==> src/inc/pcie_cap_defs.svh <==
// Offsets, field positions, reset values and timing counts of the PCIe capability block.
`default_nettype none
`ifndef PCIE_CAP_DEFS_SVH
`define PCIE_CAP_DEFS_SVH
`define CFG_OFS_DEV_CAP 8'h94
`define CFG_OFS_DEV_CTRL 8'h98
`define CFG_OFS_GEN_CTRL 8'hd4
`define CAP_ROLE_ERR_BIT 15
`define CAP_IND_LSB 12
`define CAP_L1_LSB 9
`define CAP_L0S_LSB 6
`define CAP_EXT_TAG_BIT 5
`define CAP_PHANTOM_LSB 3
`define CAP_PAYLOAD_LSB 0
`define CAP_PAYLOAD_CODE 3'h2
`define GEN_L1_LSB 13
`define GEN_L0S_LSB 16
`define LAT_RESET 3'h0
`define CTRL_RETRY_BIT 15
`define CTRL_MAX_READ_REQUEST_SIZE_LSB 12
`define CTRL_NS_BIT 11
`define CTRL_AUX_BIT 10
`define CTRL_RESET 16'h2800
`define MAX_READ_REQUEST_SIZE_MAX_CODE 3'h5
`define MAX_READ_REQUEST_SIZE_BASE_BYTES 13'h0080
`define CORE_CLK_NS 50
`define RETRY_TIMEOUT_NS 10000
`define RETRY_TIMEOUT_CYC ((`RETRY_TIMEOUT_NS) / (`CORE_CLK_NS))
`define RETRY_CNT_W 9
`endif
`default_nettype wire

==> src/inc/pcie_cap_pkg.sv <==
// Types shared by the PCIe capability block.
`default_nettype none
package pcie_cap_pkg;
   typedef logic [2:0] lat_code_t;
   typedef logic [2:0] max_read_request_size_code_t;
   typedef logic [7:0] cfg_addr_t;
   typedef logic [31:0] cfg_word_t;
   typedef logic [12:0] fetch_bytes_t;
   typedef enum logic [0:0] {
      TMR_IDLE = 1'b0,
      TMR_WAIT = 1'b1
   } retry_state_t;
endpackage
`default_nettype wire

==> src/inc/bridge_side_if.sv <==
// Signals between the capability core, the retry timer and the fetch sizer.
`default_nettype none
interface bridge_side_if;
   import pcie_cap_pkg::*;
   logic fwd_start;
   logic fwd_done;
   logic retry_busy;
   logic retry_expired;
   logic rd_req;
   max_read_request_size_code_t max_read_request_size_code;
   logic [7:0] cache_line;
   logic fetch_valid;
   fetch_bytes_t fetch_bytes;
   modport timer (input fwd_start, input fwd_done, output retry_busy, output retry_expired);
   modport sizer (input rd_req, input max_read_request_size_code, input cache_line,
                  output fetch_valid, output fetch_bytes);
   modport core (output fwd_start, output fwd_done, output rd_req, output max_read_request_size_code,
                 output cache_line, input retry_busy, input retry_expired,
                 input fetch_valid, input fetch_bytes);
endinterface
`default_nettype wire

==> src/hdl/cfg_retry_timer.sv <==
// Timeout watch on one configuration transaction forwarded to the secondary side.
`include "pcie_cap_defs.svh"
`default_nettype none
module cfg_retry_timer (
   input wire logic i_core_clk,
   input wire logic i_nrst,
   bridge_side_if.timer tif
);
   import pcie_cap_pkg::*;
   localparam logic [`RETRY_CNT_W-1:0] LAST = `RETRY_CNT_W'(`RETRY_TIMEOUT_CYC - 1);
   retry_state_t state_r;
   retry_state_t state_nxt;
   logic [`RETRY_CNT_W-1:0] cnt_r;
   logic expired_r;
   wire logic at_last = (cnt_r == LAST);
   wire logic fire = (state_r == TMR_WAIT) && !tif.fwd_done && at_last;
   always_comb begin
      state_nxt = state_r;
      unique case (state_r)
         TMR_IDLE: if (tif.fwd_start) state_nxt = TMR_WAIT;
         TMR_WAIT: if (tif.fwd_done || at_last) state_nxt = TMR_IDLE;
      endcase
   end
   always_ff @(posedge i_core_clk) begin
      if (!i_nrst) begin
         state_r <= TMR_IDLE;
         cnt_r <= '0;
         expired_r <= 1'b0;
      end else begin
         state_r <= state_nxt;
         cnt_r <= (state_r == TMR_WAIT) ? cnt_r + 1'b1 : '0;
         expired_r <= fire;
      end
   end
   assign tif.retry_busy = (state_r == TMR_WAIT);
   assign tif.retry_expired = expired_r;
endmodule // cfg_retry_timer
`default_nettype wire

==> src/hdl/read_fetch_sizer.sv <==
// Fetch length of a read from the read request size and the cache line size.
`include "pcie_cap_defs.svh"
`default_nettype none
module read_fetch_sizer (
   input wire logic i_core_clk,
   input wire logic i_nrst,
   bridge_side_if.sizer sif
);
   import pcie_cap_pkg::*;
   fetch_bytes_t bytes_r;
   logic valid_r;
   wire fetch_bytes_t max_read_request_size_bytes = fetch_bytes_t'(`MAX_READ_REQUEST_SIZE_BASE_BYTES << sif.max_read_request_size_code);
   wire fetch_bytes_t line_bytes = fetch_bytes_t'({sif.cache_line, 2'b00});
   wire logic use_line = (sif.cache_line != 8'h00) && (line_bytes < max_read_request_size_bytes);
   wire fetch_bytes_t size_nxt = use_line ? line_bytes : max_read_request_size_bytes;
   always_ff @(posedge i_core_clk) begin
      if (!i_nrst) begin
         bytes_r <= '0;
         valid_r <= 1'b0;
      end else begin
         valid_r <= sif.rd_req;
         if (sif.rd_req) bytes_r <= size_nxt;
      end
   end
   assign sif.fetch_valid = valid_r;
   assign sif.fetch_bytes = bytes_r;
endmodule // read_fetch_sizer
`default_nettype wire

==> src/hdl/pcie_dev_cap_ctrl.sv <==
// Device capabilities, device control and latency settings of the PCIe capability.
`include "pcie_cap_defs.svh"
`default_nettype none
module pcie_dev_cap_ctrl (
   input wire logic i_core_clk,
   input wire logic i_nrst,
   input wire logic i_cfg_wr,
   input wire logic i_cfg_rd,
   input wire pcie_cap_pkg::cfg_addr_t i_cfg_addr,
   input wire logic [3:0] i_cfg_be,
   input wire pcie_cap_pkg::cfg_word_t i_cfg_wdata,
   output pcie_cap_pkg::cfg_word_t o_cfg_rdata,
   output logic o_cfg_ack,
   input wire pcie_cap_pkg::lat_code_t i_phy_l1_exit_lat,
   input wire pcie_cap_pkg::lat_code_t i_phy_l0s_exit_lat,
   input wire logic i_fwd_cfg_start,
   input wire logic i_fwd_cfg_done,
   output logic o_fwd_cfg_busy,
   output logic o_crs_cpl,
   input wire logic i_rd_req,
   input wire logic [7:0] i_cache_line_size,
   output logic o_fetch_valid,
   output pcie_cap_pkg::fetch_bytes_t o_fetch_bytes,
   input wire logic i_up_mem_valid,
   input wire logic i_up_mem_vc_nonzero,
   output logic o_no_snoop_valid,
   output logic o_tlp_no_snoop
);
   import pcie_cap_pkg::*;

   localparam logic [15:0] CTRL_RST = `CTRL_RESET;

   bridge_side_if bif ();

   logic retry_en_r;
   logic retry_en_nxt;
   max_read_request_size_code_t max_read_request_size_r;
   max_read_request_size_code_t max_read_request_size_nxt;
   logic ns_en_r;
   logic ns_en_nxt;
   logic aux_r;
   logic aux_nxt;
   lat_code_t l1_r;
   lat_code_t l1_nxt;
   lat_code_t l0s_r;
   lat_code_t l0s_nxt;
   cfg_word_t rdata_r;
   logic ack_r;
   logic crs_r;
   logic ns_valid_r;
   logic ns_flag_r;

   // Address decode on dword-aligned offsets.
   wire cfg_addr_t dw_addr = {i_cfg_addr[7:2], 2'b00};
   wire logic hit_cap = (dw_addr == `CFG_OFS_DEV_CAP);
   wire logic hit_ctrl = (dw_addr == `CFG_OFS_DEV_CTRL);
   wire logic hit_gen = (dw_addr == `CFG_OFS_GEN_CTRL);
   wire logic wr_ctrl = i_cfg_wr && hit_ctrl && i_cfg_be[1];
   wire logic wr_l1 = i_cfg_wr && hit_gen && i_cfg_be[1];
   wire logic wr_l0s = i_cfg_wr && hit_gen && i_cfg_be[2];

   // Write data fields.
   wire max_read_request_size_code_t max_read_request_size_wr = i_cfg_wdata[`CTRL_MAX_READ_REQUEST_SIZE_LSB +: 3];
   wire lat_code_t l1_wr = i_cfg_wdata[`GEN_L1_LSB +: 3];
   wire lat_code_t l0s_wr = i_cfg_wdata[`GEN_L0S_LSB +: 3];
   wire logic max_read_request_size_legal = (max_read_request_size_wr <= `MAX_READ_REQUEST_SIZE_MAX_CODE);

   wire lat_code_t l1_floor = (l1_wr < i_phy_l1_exit_lat) ? i_phy_l1_exit_lat : l1_wr;
   wire lat_code_t l0s_floor = (l0s_wr < i_phy_l0s_exit_lat) ? i_phy_l0s_exit_lat : l0s_wr;

   assign retry_en_nxt = wr_ctrl ? i_cfg_wdata[`CTRL_RETRY_BIT] : retry_en_r;
   assign max_read_request_size_nxt = (wr_ctrl && max_read_request_size_legal) ? max_read_request_size_wr : max_read_request_size_r;
   assign ns_en_nxt = wr_ctrl ? i_cfg_wdata[`CTRL_NS_BIT] : ns_en_r;
   assign aux_nxt = wr_ctrl ? i_cfg_wdata[`CTRL_AUX_BIT] : aux_r;
   assign l1_nxt = wr_l1 ? l1_floor : l1_r;
   assign l0s_nxt = wr_l0s ? l0s_floor : l0s_r;

   wire logic [15:0] ctrl_word = {retry_en_r, max_read_request_size_r, ns_en_r, aux_r, 10'h000};

   wire logic cap_role_err = 1'b1;
   wire logic [2:0] cap_ind = 3'h0;
   wire logic cap_etag = 1'b0;
   wire logic [1:0] cap_phantom = 2'h0;
   wire logic [2:0] cap_payload = `CAP_PAYLOAD_CODE;
   wire cfg_word_t cap_word = {16'h0000, cap_role_err, cap_ind, l1_r, l0s_r,
                               cap_etag, cap_phantom, cap_payload};
   wire cfg_word_t gen_word = {13'h0000, l0s_r, l1_r, 13'h0000};

   // Read mux; the status half of 98h and unmapped offsets read zero.
   wire cfg_word_t rdata_nxt = hit_cap ? cap_word :
                               hit_ctrl ? {16'h0000, ctrl_word} :
                               hit_gen ? gen_word : 32'h0000_0000;

   always_ff @(posedge i_core_clk) begin
      if (!i_nrst) begin
         retry_en_r <= CTRL_RST[`CTRL_RETRY_BIT];
         max_read_request_size_r <= CTRL_RST[`CTRL_MAX_READ_REQUEST_SIZE_LSB +: 3];
         ns_en_r <= CTRL_RST[`CTRL_NS_BIT];
         aux_r <= CTRL_RST[`CTRL_AUX_BIT];
      end else begin
         retry_en_r <= retry_en_nxt;
         max_read_request_size_r <= max_read_request_size_nxt;
         ns_en_r <= ns_en_nxt;
         aux_r <= aux_nxt;
      end
   end

   always_ff @(posedge i_core_clk) begin
      if (!i_nrst) begin
         l1_r <= `LAT_RESET;
         l0s_r <= `LAT_RESET;
      end else begin
         l1_r <= l1_nxt;
         l0s_r <= l0s_nxt;
      end
   end

   always_ff @(posedge i_core_clk) begin
      if (!i_nrst) begin
         rdata_r <= '0;
         ack_r <= 1'b0;
      end else begin
         ack_r <= i_cfg_rd || i_cfg_wr;
         if (i_cfg_rd) rdata_r <= rdata_nxt;
      end
   end

   // Forwarded configuration timeout and read sizing.
   assign bif.fwd_start = i_fwd_cfg_start;
   assign bif.fwd_done = i_fwd_cfg_done;
   assign bif.rd_req = i_rd_req;
   assign bif.max_read_request_size_code = max_read_request_size_r;
   assign bif.cache_line = i_cache_line_size;

   cfg_retry_timer u_retry_timer (
      .i_core_clk (i_core_clk),
      .i_nrst (i_nrst),
      .tif (bif.timer)
   );

   read_fetch_sizer u_fetch_sizer (
      .i_core_clk (i_core_clk),
      .i_nrst (i_nrst),
      .sif (bif.sizer)
   );

   always_ff @(posedge i_core_clk) begin
      if (!i_nrst) begin
         crs_r <= 1'b0;
      end else begin
         crs_r <= bif.retry_expired && retry_en_r;
      end
   end

   always_ff @(posedge i_core_clk) begin
      if (!i_nrst) begin
         ns_valid_r <= 1'b0;
         ns_flag_r <= 1'b0;
      end else begin
         ns_valid_r <= i_up_mem_valid;
         if (i_up_mem_valid) ns_flag_r <= ns_en_r && i_up_mem_vc_nonzero;
      end
   end

   assign o_cfg_rdata = rdata_r;
   assign o_cfg_ack = ack_r;
   assign o_fwd_cfg_busy = bif.retry_busy;
   assign o_crs_cpl = crs_r;
   assign o_fetch_valid = bif.fetch_valid;
   assign o_fetch_bytes = bif.fetch_bytes;
   assign o_no_snoop_valid = ns_valid_r;
   assign o_tlp_no_snoop = ns_flag_r;
endmodule // pcie_dev_cap_ctrl
`default_nettype wire

==> config.mk <==
export PLATFORM = sky130hd
export DESIGN_NAME = pcie_dev_cap_ctrl
export DESIGN_NICKNAME = d
export VERILOG_FILES = /design/src/inc/pcie_cap_pkg.sv /design/src/inc/bridge_side_if.sv /design/src/hdl/cfg_retry_timer.sv /design/src/hdl/read_fetch_sizer.sv /design/src/hdl/pcie_dev_cap_ctrl.sv
export VERILOG_INCLUDE_DIRS = /design/src /design/src/inc
export SDC_FILE = /design/constraint.sdc
export NUM_CORES = 1
export LEC_CHECK = 0
export BUFFER_PORTS_ARGS = -buffer_cell sky130_fd_sc_hd__buf_2
export CAP_MARGIN = 5
export CORE_MARGIN = 4
export CORE_UTILIZATION = 49
export CTS_BUF_LIST = sky130_fd_sc_hd__clkbuf_2
export DETAILED_ROUTE_END_ITERATION = 8
export HOLD_SLACK_MARGIN = 0.12
export MAX_ROUTING_LAYER = met4
export PLACE_DENSITY = 0.94
export SYNTH_ARGS = -nofsm -noshare
export SYNTH_HDL_FRONTEND = slang
export SYNTH_HIERARCHICAL = 1
export SYNTH_SLANG_ARGS = --single-unit
==> constraint.sdc <==
create_clock -name i_core_clk -period 2.3 [get_ports i_core_clk]
set_input_delay 0.69 -clock i_core_clk [delete_from_list [all_inputs] [get_ports i_core_clk]]
set_output_delay 0.69 -clock i_core_clk [all_outputs]
set_load 0.01 [all_outputs]
==> summary.md <==
| Metric | Value |
|---|---|
| Worst setup SP type | flop |
| FMAX | 0.496 GHz |
| Crit-path max cell delay | 520 ps |
| CP Data Arrival Time | 2400 ps |
| Synth Cell Area | 2610 µm² |
| Hold Path Class | input pin to flop |
| Synth area leaders | dfxtp_1 (41%), buf_4 (5.8%), ha_1 (3.8%) |
| Unrepaired setup endpoints after global routing | no |
| Crit path required time | 2690 ps |
| Final ANT Viol Nets | 0 |
| Maximum vdd drop | 298 µV |
| Clock Latency Late Sink | 440 ps |
| Largest net degree at the start of global routing | 46 |
| Leading area contributor after synthesis | dfxtp_1 |
| Critical-path top delay cell | dfxtp_1 |
| Internal | 1.10 mW |
| Run status | complete, no violations |
| Vias per cell | 5.28 |
| Final period util | 87.6% |
| Mean routed wirelength per cell | 13.1 µm |
| Final #Nets | 429 |
| Port Buffers | 70 |
| WL final | 5590 µm |
| Full die area | 6560 µm² |
| Initial antenna violation count | 0 |
| Share of cells above drive strength 1 | 25.6% |
| Power share of the sequential group | 62.5% |
| Number of inserted diodes | 0 |
| Slew of the pin with the lowest slew margin | 546 ps |
| Crit path max fanout | 8 |
| Clock Sinks | 53 |
| First-pass GRT wire length | 9110 µm |
| Psw | 412 µW |
| Final Hold Fails | 0 |
| Post-DP HPWL | 4320 µm |
| Worst-path clk slew | 270 ps |
| Placeable Area | 5140 µm² |
| Hold-fix buffer count after cts | 0 |
| Die H | 81.0 µm |
| Vias in the first global route | 2122 |
| Unique cell type count in the Yosys netlist | 54 |
| Worst Clk Skew | 25.2 ps |
| Storage cell area | 1060 µm² |
| CTS tree | yes |
| Clock period minus worst slack | 2010 ps |
| Sw frac | 27.3% |
| Pleak | 1.36 nW |
| CTS resizes | 0 |
| Setup TNS | 0 ps |
| First DRT Iteration DRCs | 72 |
| CTS max path bufs | 2 |
| Syn Area/Cell | 9.16 µm² |
| Post-synth EDFFs | 0 |
| Commonest cells in the netlist | dfxtp_1 (53), buf_4 (20), nand2_1 (16), nand3_1 (16), a21oi_1 (15) |
| Mapped Cells | 285 |
| Worst Setup End Kind | flop |
| Max-slew violation count | 0 |
| Crit path kind | flop to flop |
| Post-CTS Setup Inserts | 0 |
| Routability cong. | 0.809 |
| Relative slew slack | 63.3% |
| Synthesis-to-layout area growth | 14.7% |
| Fill count | 466 |
| Final Setup Violations | 0 |
| Pwr Density | 505 nW/µm² |
| Register bit count reported by yosys | 53 |
| Combinational fraction of design power | 13.1% |
| Htree depth | 2 |
| CTS Buf Count | 5 |
| Die width | 81.0 µm |
| Ports | 118 |
| Crit path cell chain | or3b_1 > ha_1 > o211ai_1 > a211oi_1 > o21bai_1 > a31oi_1 |
| Max_cap viols | 0 |
| All-layer global routing usage | 18.1% |
| Clock power share | 24.4% |
| Yosys top cell area share | 40.7% |
| Row count | 26 |
| Starting Density | 50.8% |
| GRT overflow | 0 |
| Multi-input gate area | 1400 µm² |
| Clock root buffer | clkbuf_2 |
| Reg2reg setup slack | 290 ps |
| DRT Pass-1 Iters | 4 |
| Total power | 1.51 mW |
| Via Count | 2244 |
| Most frequent cell after synthesis | dfxtp_1 |
| Sequential element share of the synthesized area | 40.7% |
| Asr flop ratio synth | 0% |
| Yosys warns | 6 |
| Top_reg_cell synth | dfxtp_1 |
| Drc violations | 0 |
==> cell usage in the layout (no fill, tap or decap), drive strengths merged, types with 2 or more instances in the layout <==
master,netlist,layout
dfxtp,53,53
o21a,4,4
clkinv,0,3
nand4,4,4
xor2,2,2
conb,2,20
a22oi,3,3
nand3,16,16
or4,2,2
nand2b,13,13
inv,8,8
nor3,2,2
a21boi,13,13
o22ai,2,2
a31oi,3,3
and2b,3,3
and3,3,3
o211a,2,2
o21bai,3,3
nor2,8,8
buf,25,72
or3,5,5
nand3b,6,6
clkbuf,3,5
nor2b,14,14
and2,4,4
a32oi,2,2
mux2i,10,10
nand2,16,16
a21oi,15,15
or3b,2,2
ha,8,8
o21ai,15,15
==> registers in the layout, indices dropped and copies added (netlist names), 3 cells and up <==
name                            count
bif.max_read_request_size_code      3
l0s_r                               3
l1_r                                3
o_cfg_rdata                        14
u_fetch_sizer/sif.fetch_bytes      11
u_retry_timer/cnt_r                 9
==> final cells by class <==
type                       count  area share (%)
multi-input combinational    214            46.8
sequential                    53            35.5
timing repair buffer          72            12.2
tap                           70            2.93
inverter                       8            1.00
clock buffer                   5           0.836
clock inverter                 3           0.753
==> power groups by stage <==
| stage | Sequential (mW) | Clock, mW | Combinational (mW) |
|---|---|---|---|
| 2_1_floorplan | 0.969 | 0 | 0.136 |
| 3_3_place_gp | 0.963 | 0 | 0.189 |
| 3_5_place_dp | 0.963 | 0 | 0.196 |
| 4_1_cts | 0.946 | 0.390 | 0.197 |
| 5_1_grt | 0.949 | 0.417 | 0.222 |
| 6_report | 0.946 | 0.369 | 0.198 |
==> worst max-delay path, delay by kind of cell (launching register included) <==
| kind | cells | cell delay, ps |
|---|---|---|
| AND/OR/NAND/NOR | 1 | 400 |
| adder cells (fa/ha/maj) | 1 | 280 |
| flip-flops | 1 | 520 |
| AO/OA/AOI/OAI | 4 | 780 |
==> worst paths after layout <==
| kind | start | to | cells after the start |
|---|---|---|---|
| setup / recovery | bif.max_read_request_size_code[0]$_SDFFE_PN0P_ | u_fetch_sizer/sif.fetch_bytes[9]$_SDFFE_PN0P_ | 6 |
| hold / removal | i_fwd_cfg_done | u_retry_timer/tif.retry_expired$_SDFF_PN0_ | 2 |
| setup reg to reg | bif.max_read_request_size_code[0]$_SDFFE_PN0P_ | u_fetch_sizer/sif.fetch_bytes[9]$_SDFFE_PN0P_ | 6 |
| hold reg to reg | u_fetch_sizer/sif.fetch_bytes[5]$_SDFFE_PN0P_ | u_fetch_sizer/sif.fetch_bytes[5]$_SDFFE_PN0P_ | 2 |
==> logic make-up (layout without fill, tap and decap cells) <==
family,count (synthesis),count (layout),synth area share (%)
AOI/OAI and AO/OA,69,69,17.3
xor gates and xnor gates,3,3,1.01
adders and majority gates,8,8,3.84
buffers and inverters,36,88,8.25
DFF,53,53,40.7
muxes,10,10,3.84
other,2,20,0.288
and+or+nand+nor,104,104,24.8
==> layer usage <==
metal,wire (µm),up-vias,part of all wire (%),track usage (%)
li1,-,1101,-,-
met1,2330,1055,42,20.6
met2,2740,79,49,31.3
met3,437,9,7.8,4.21
met4,78,0,1.4,6.08
met5,0,-,0,-
==> metrics by stage <==
step / std cells / worst slack (ps) / cell area, µm² / hold slack, ps / utilization [%]
2_1_floorplan: 303 / 534 / 2680 / 437 / -
3_3_place_gp: 417 / 365 / 2950 / 446 / 57.3
3_5_place_dp: 417 / 315 / 2950 / 451 / 57.3
5_1_grt: 425 / 114 / 2990 / 327 / 58.2
4_1_cts: 425 / 296 / 2990 / 348 / 58.2
6_report: 425 / 285 / 2990 / 383 / 58.2
Note: power is estimated with default switching activity, not from simulation.
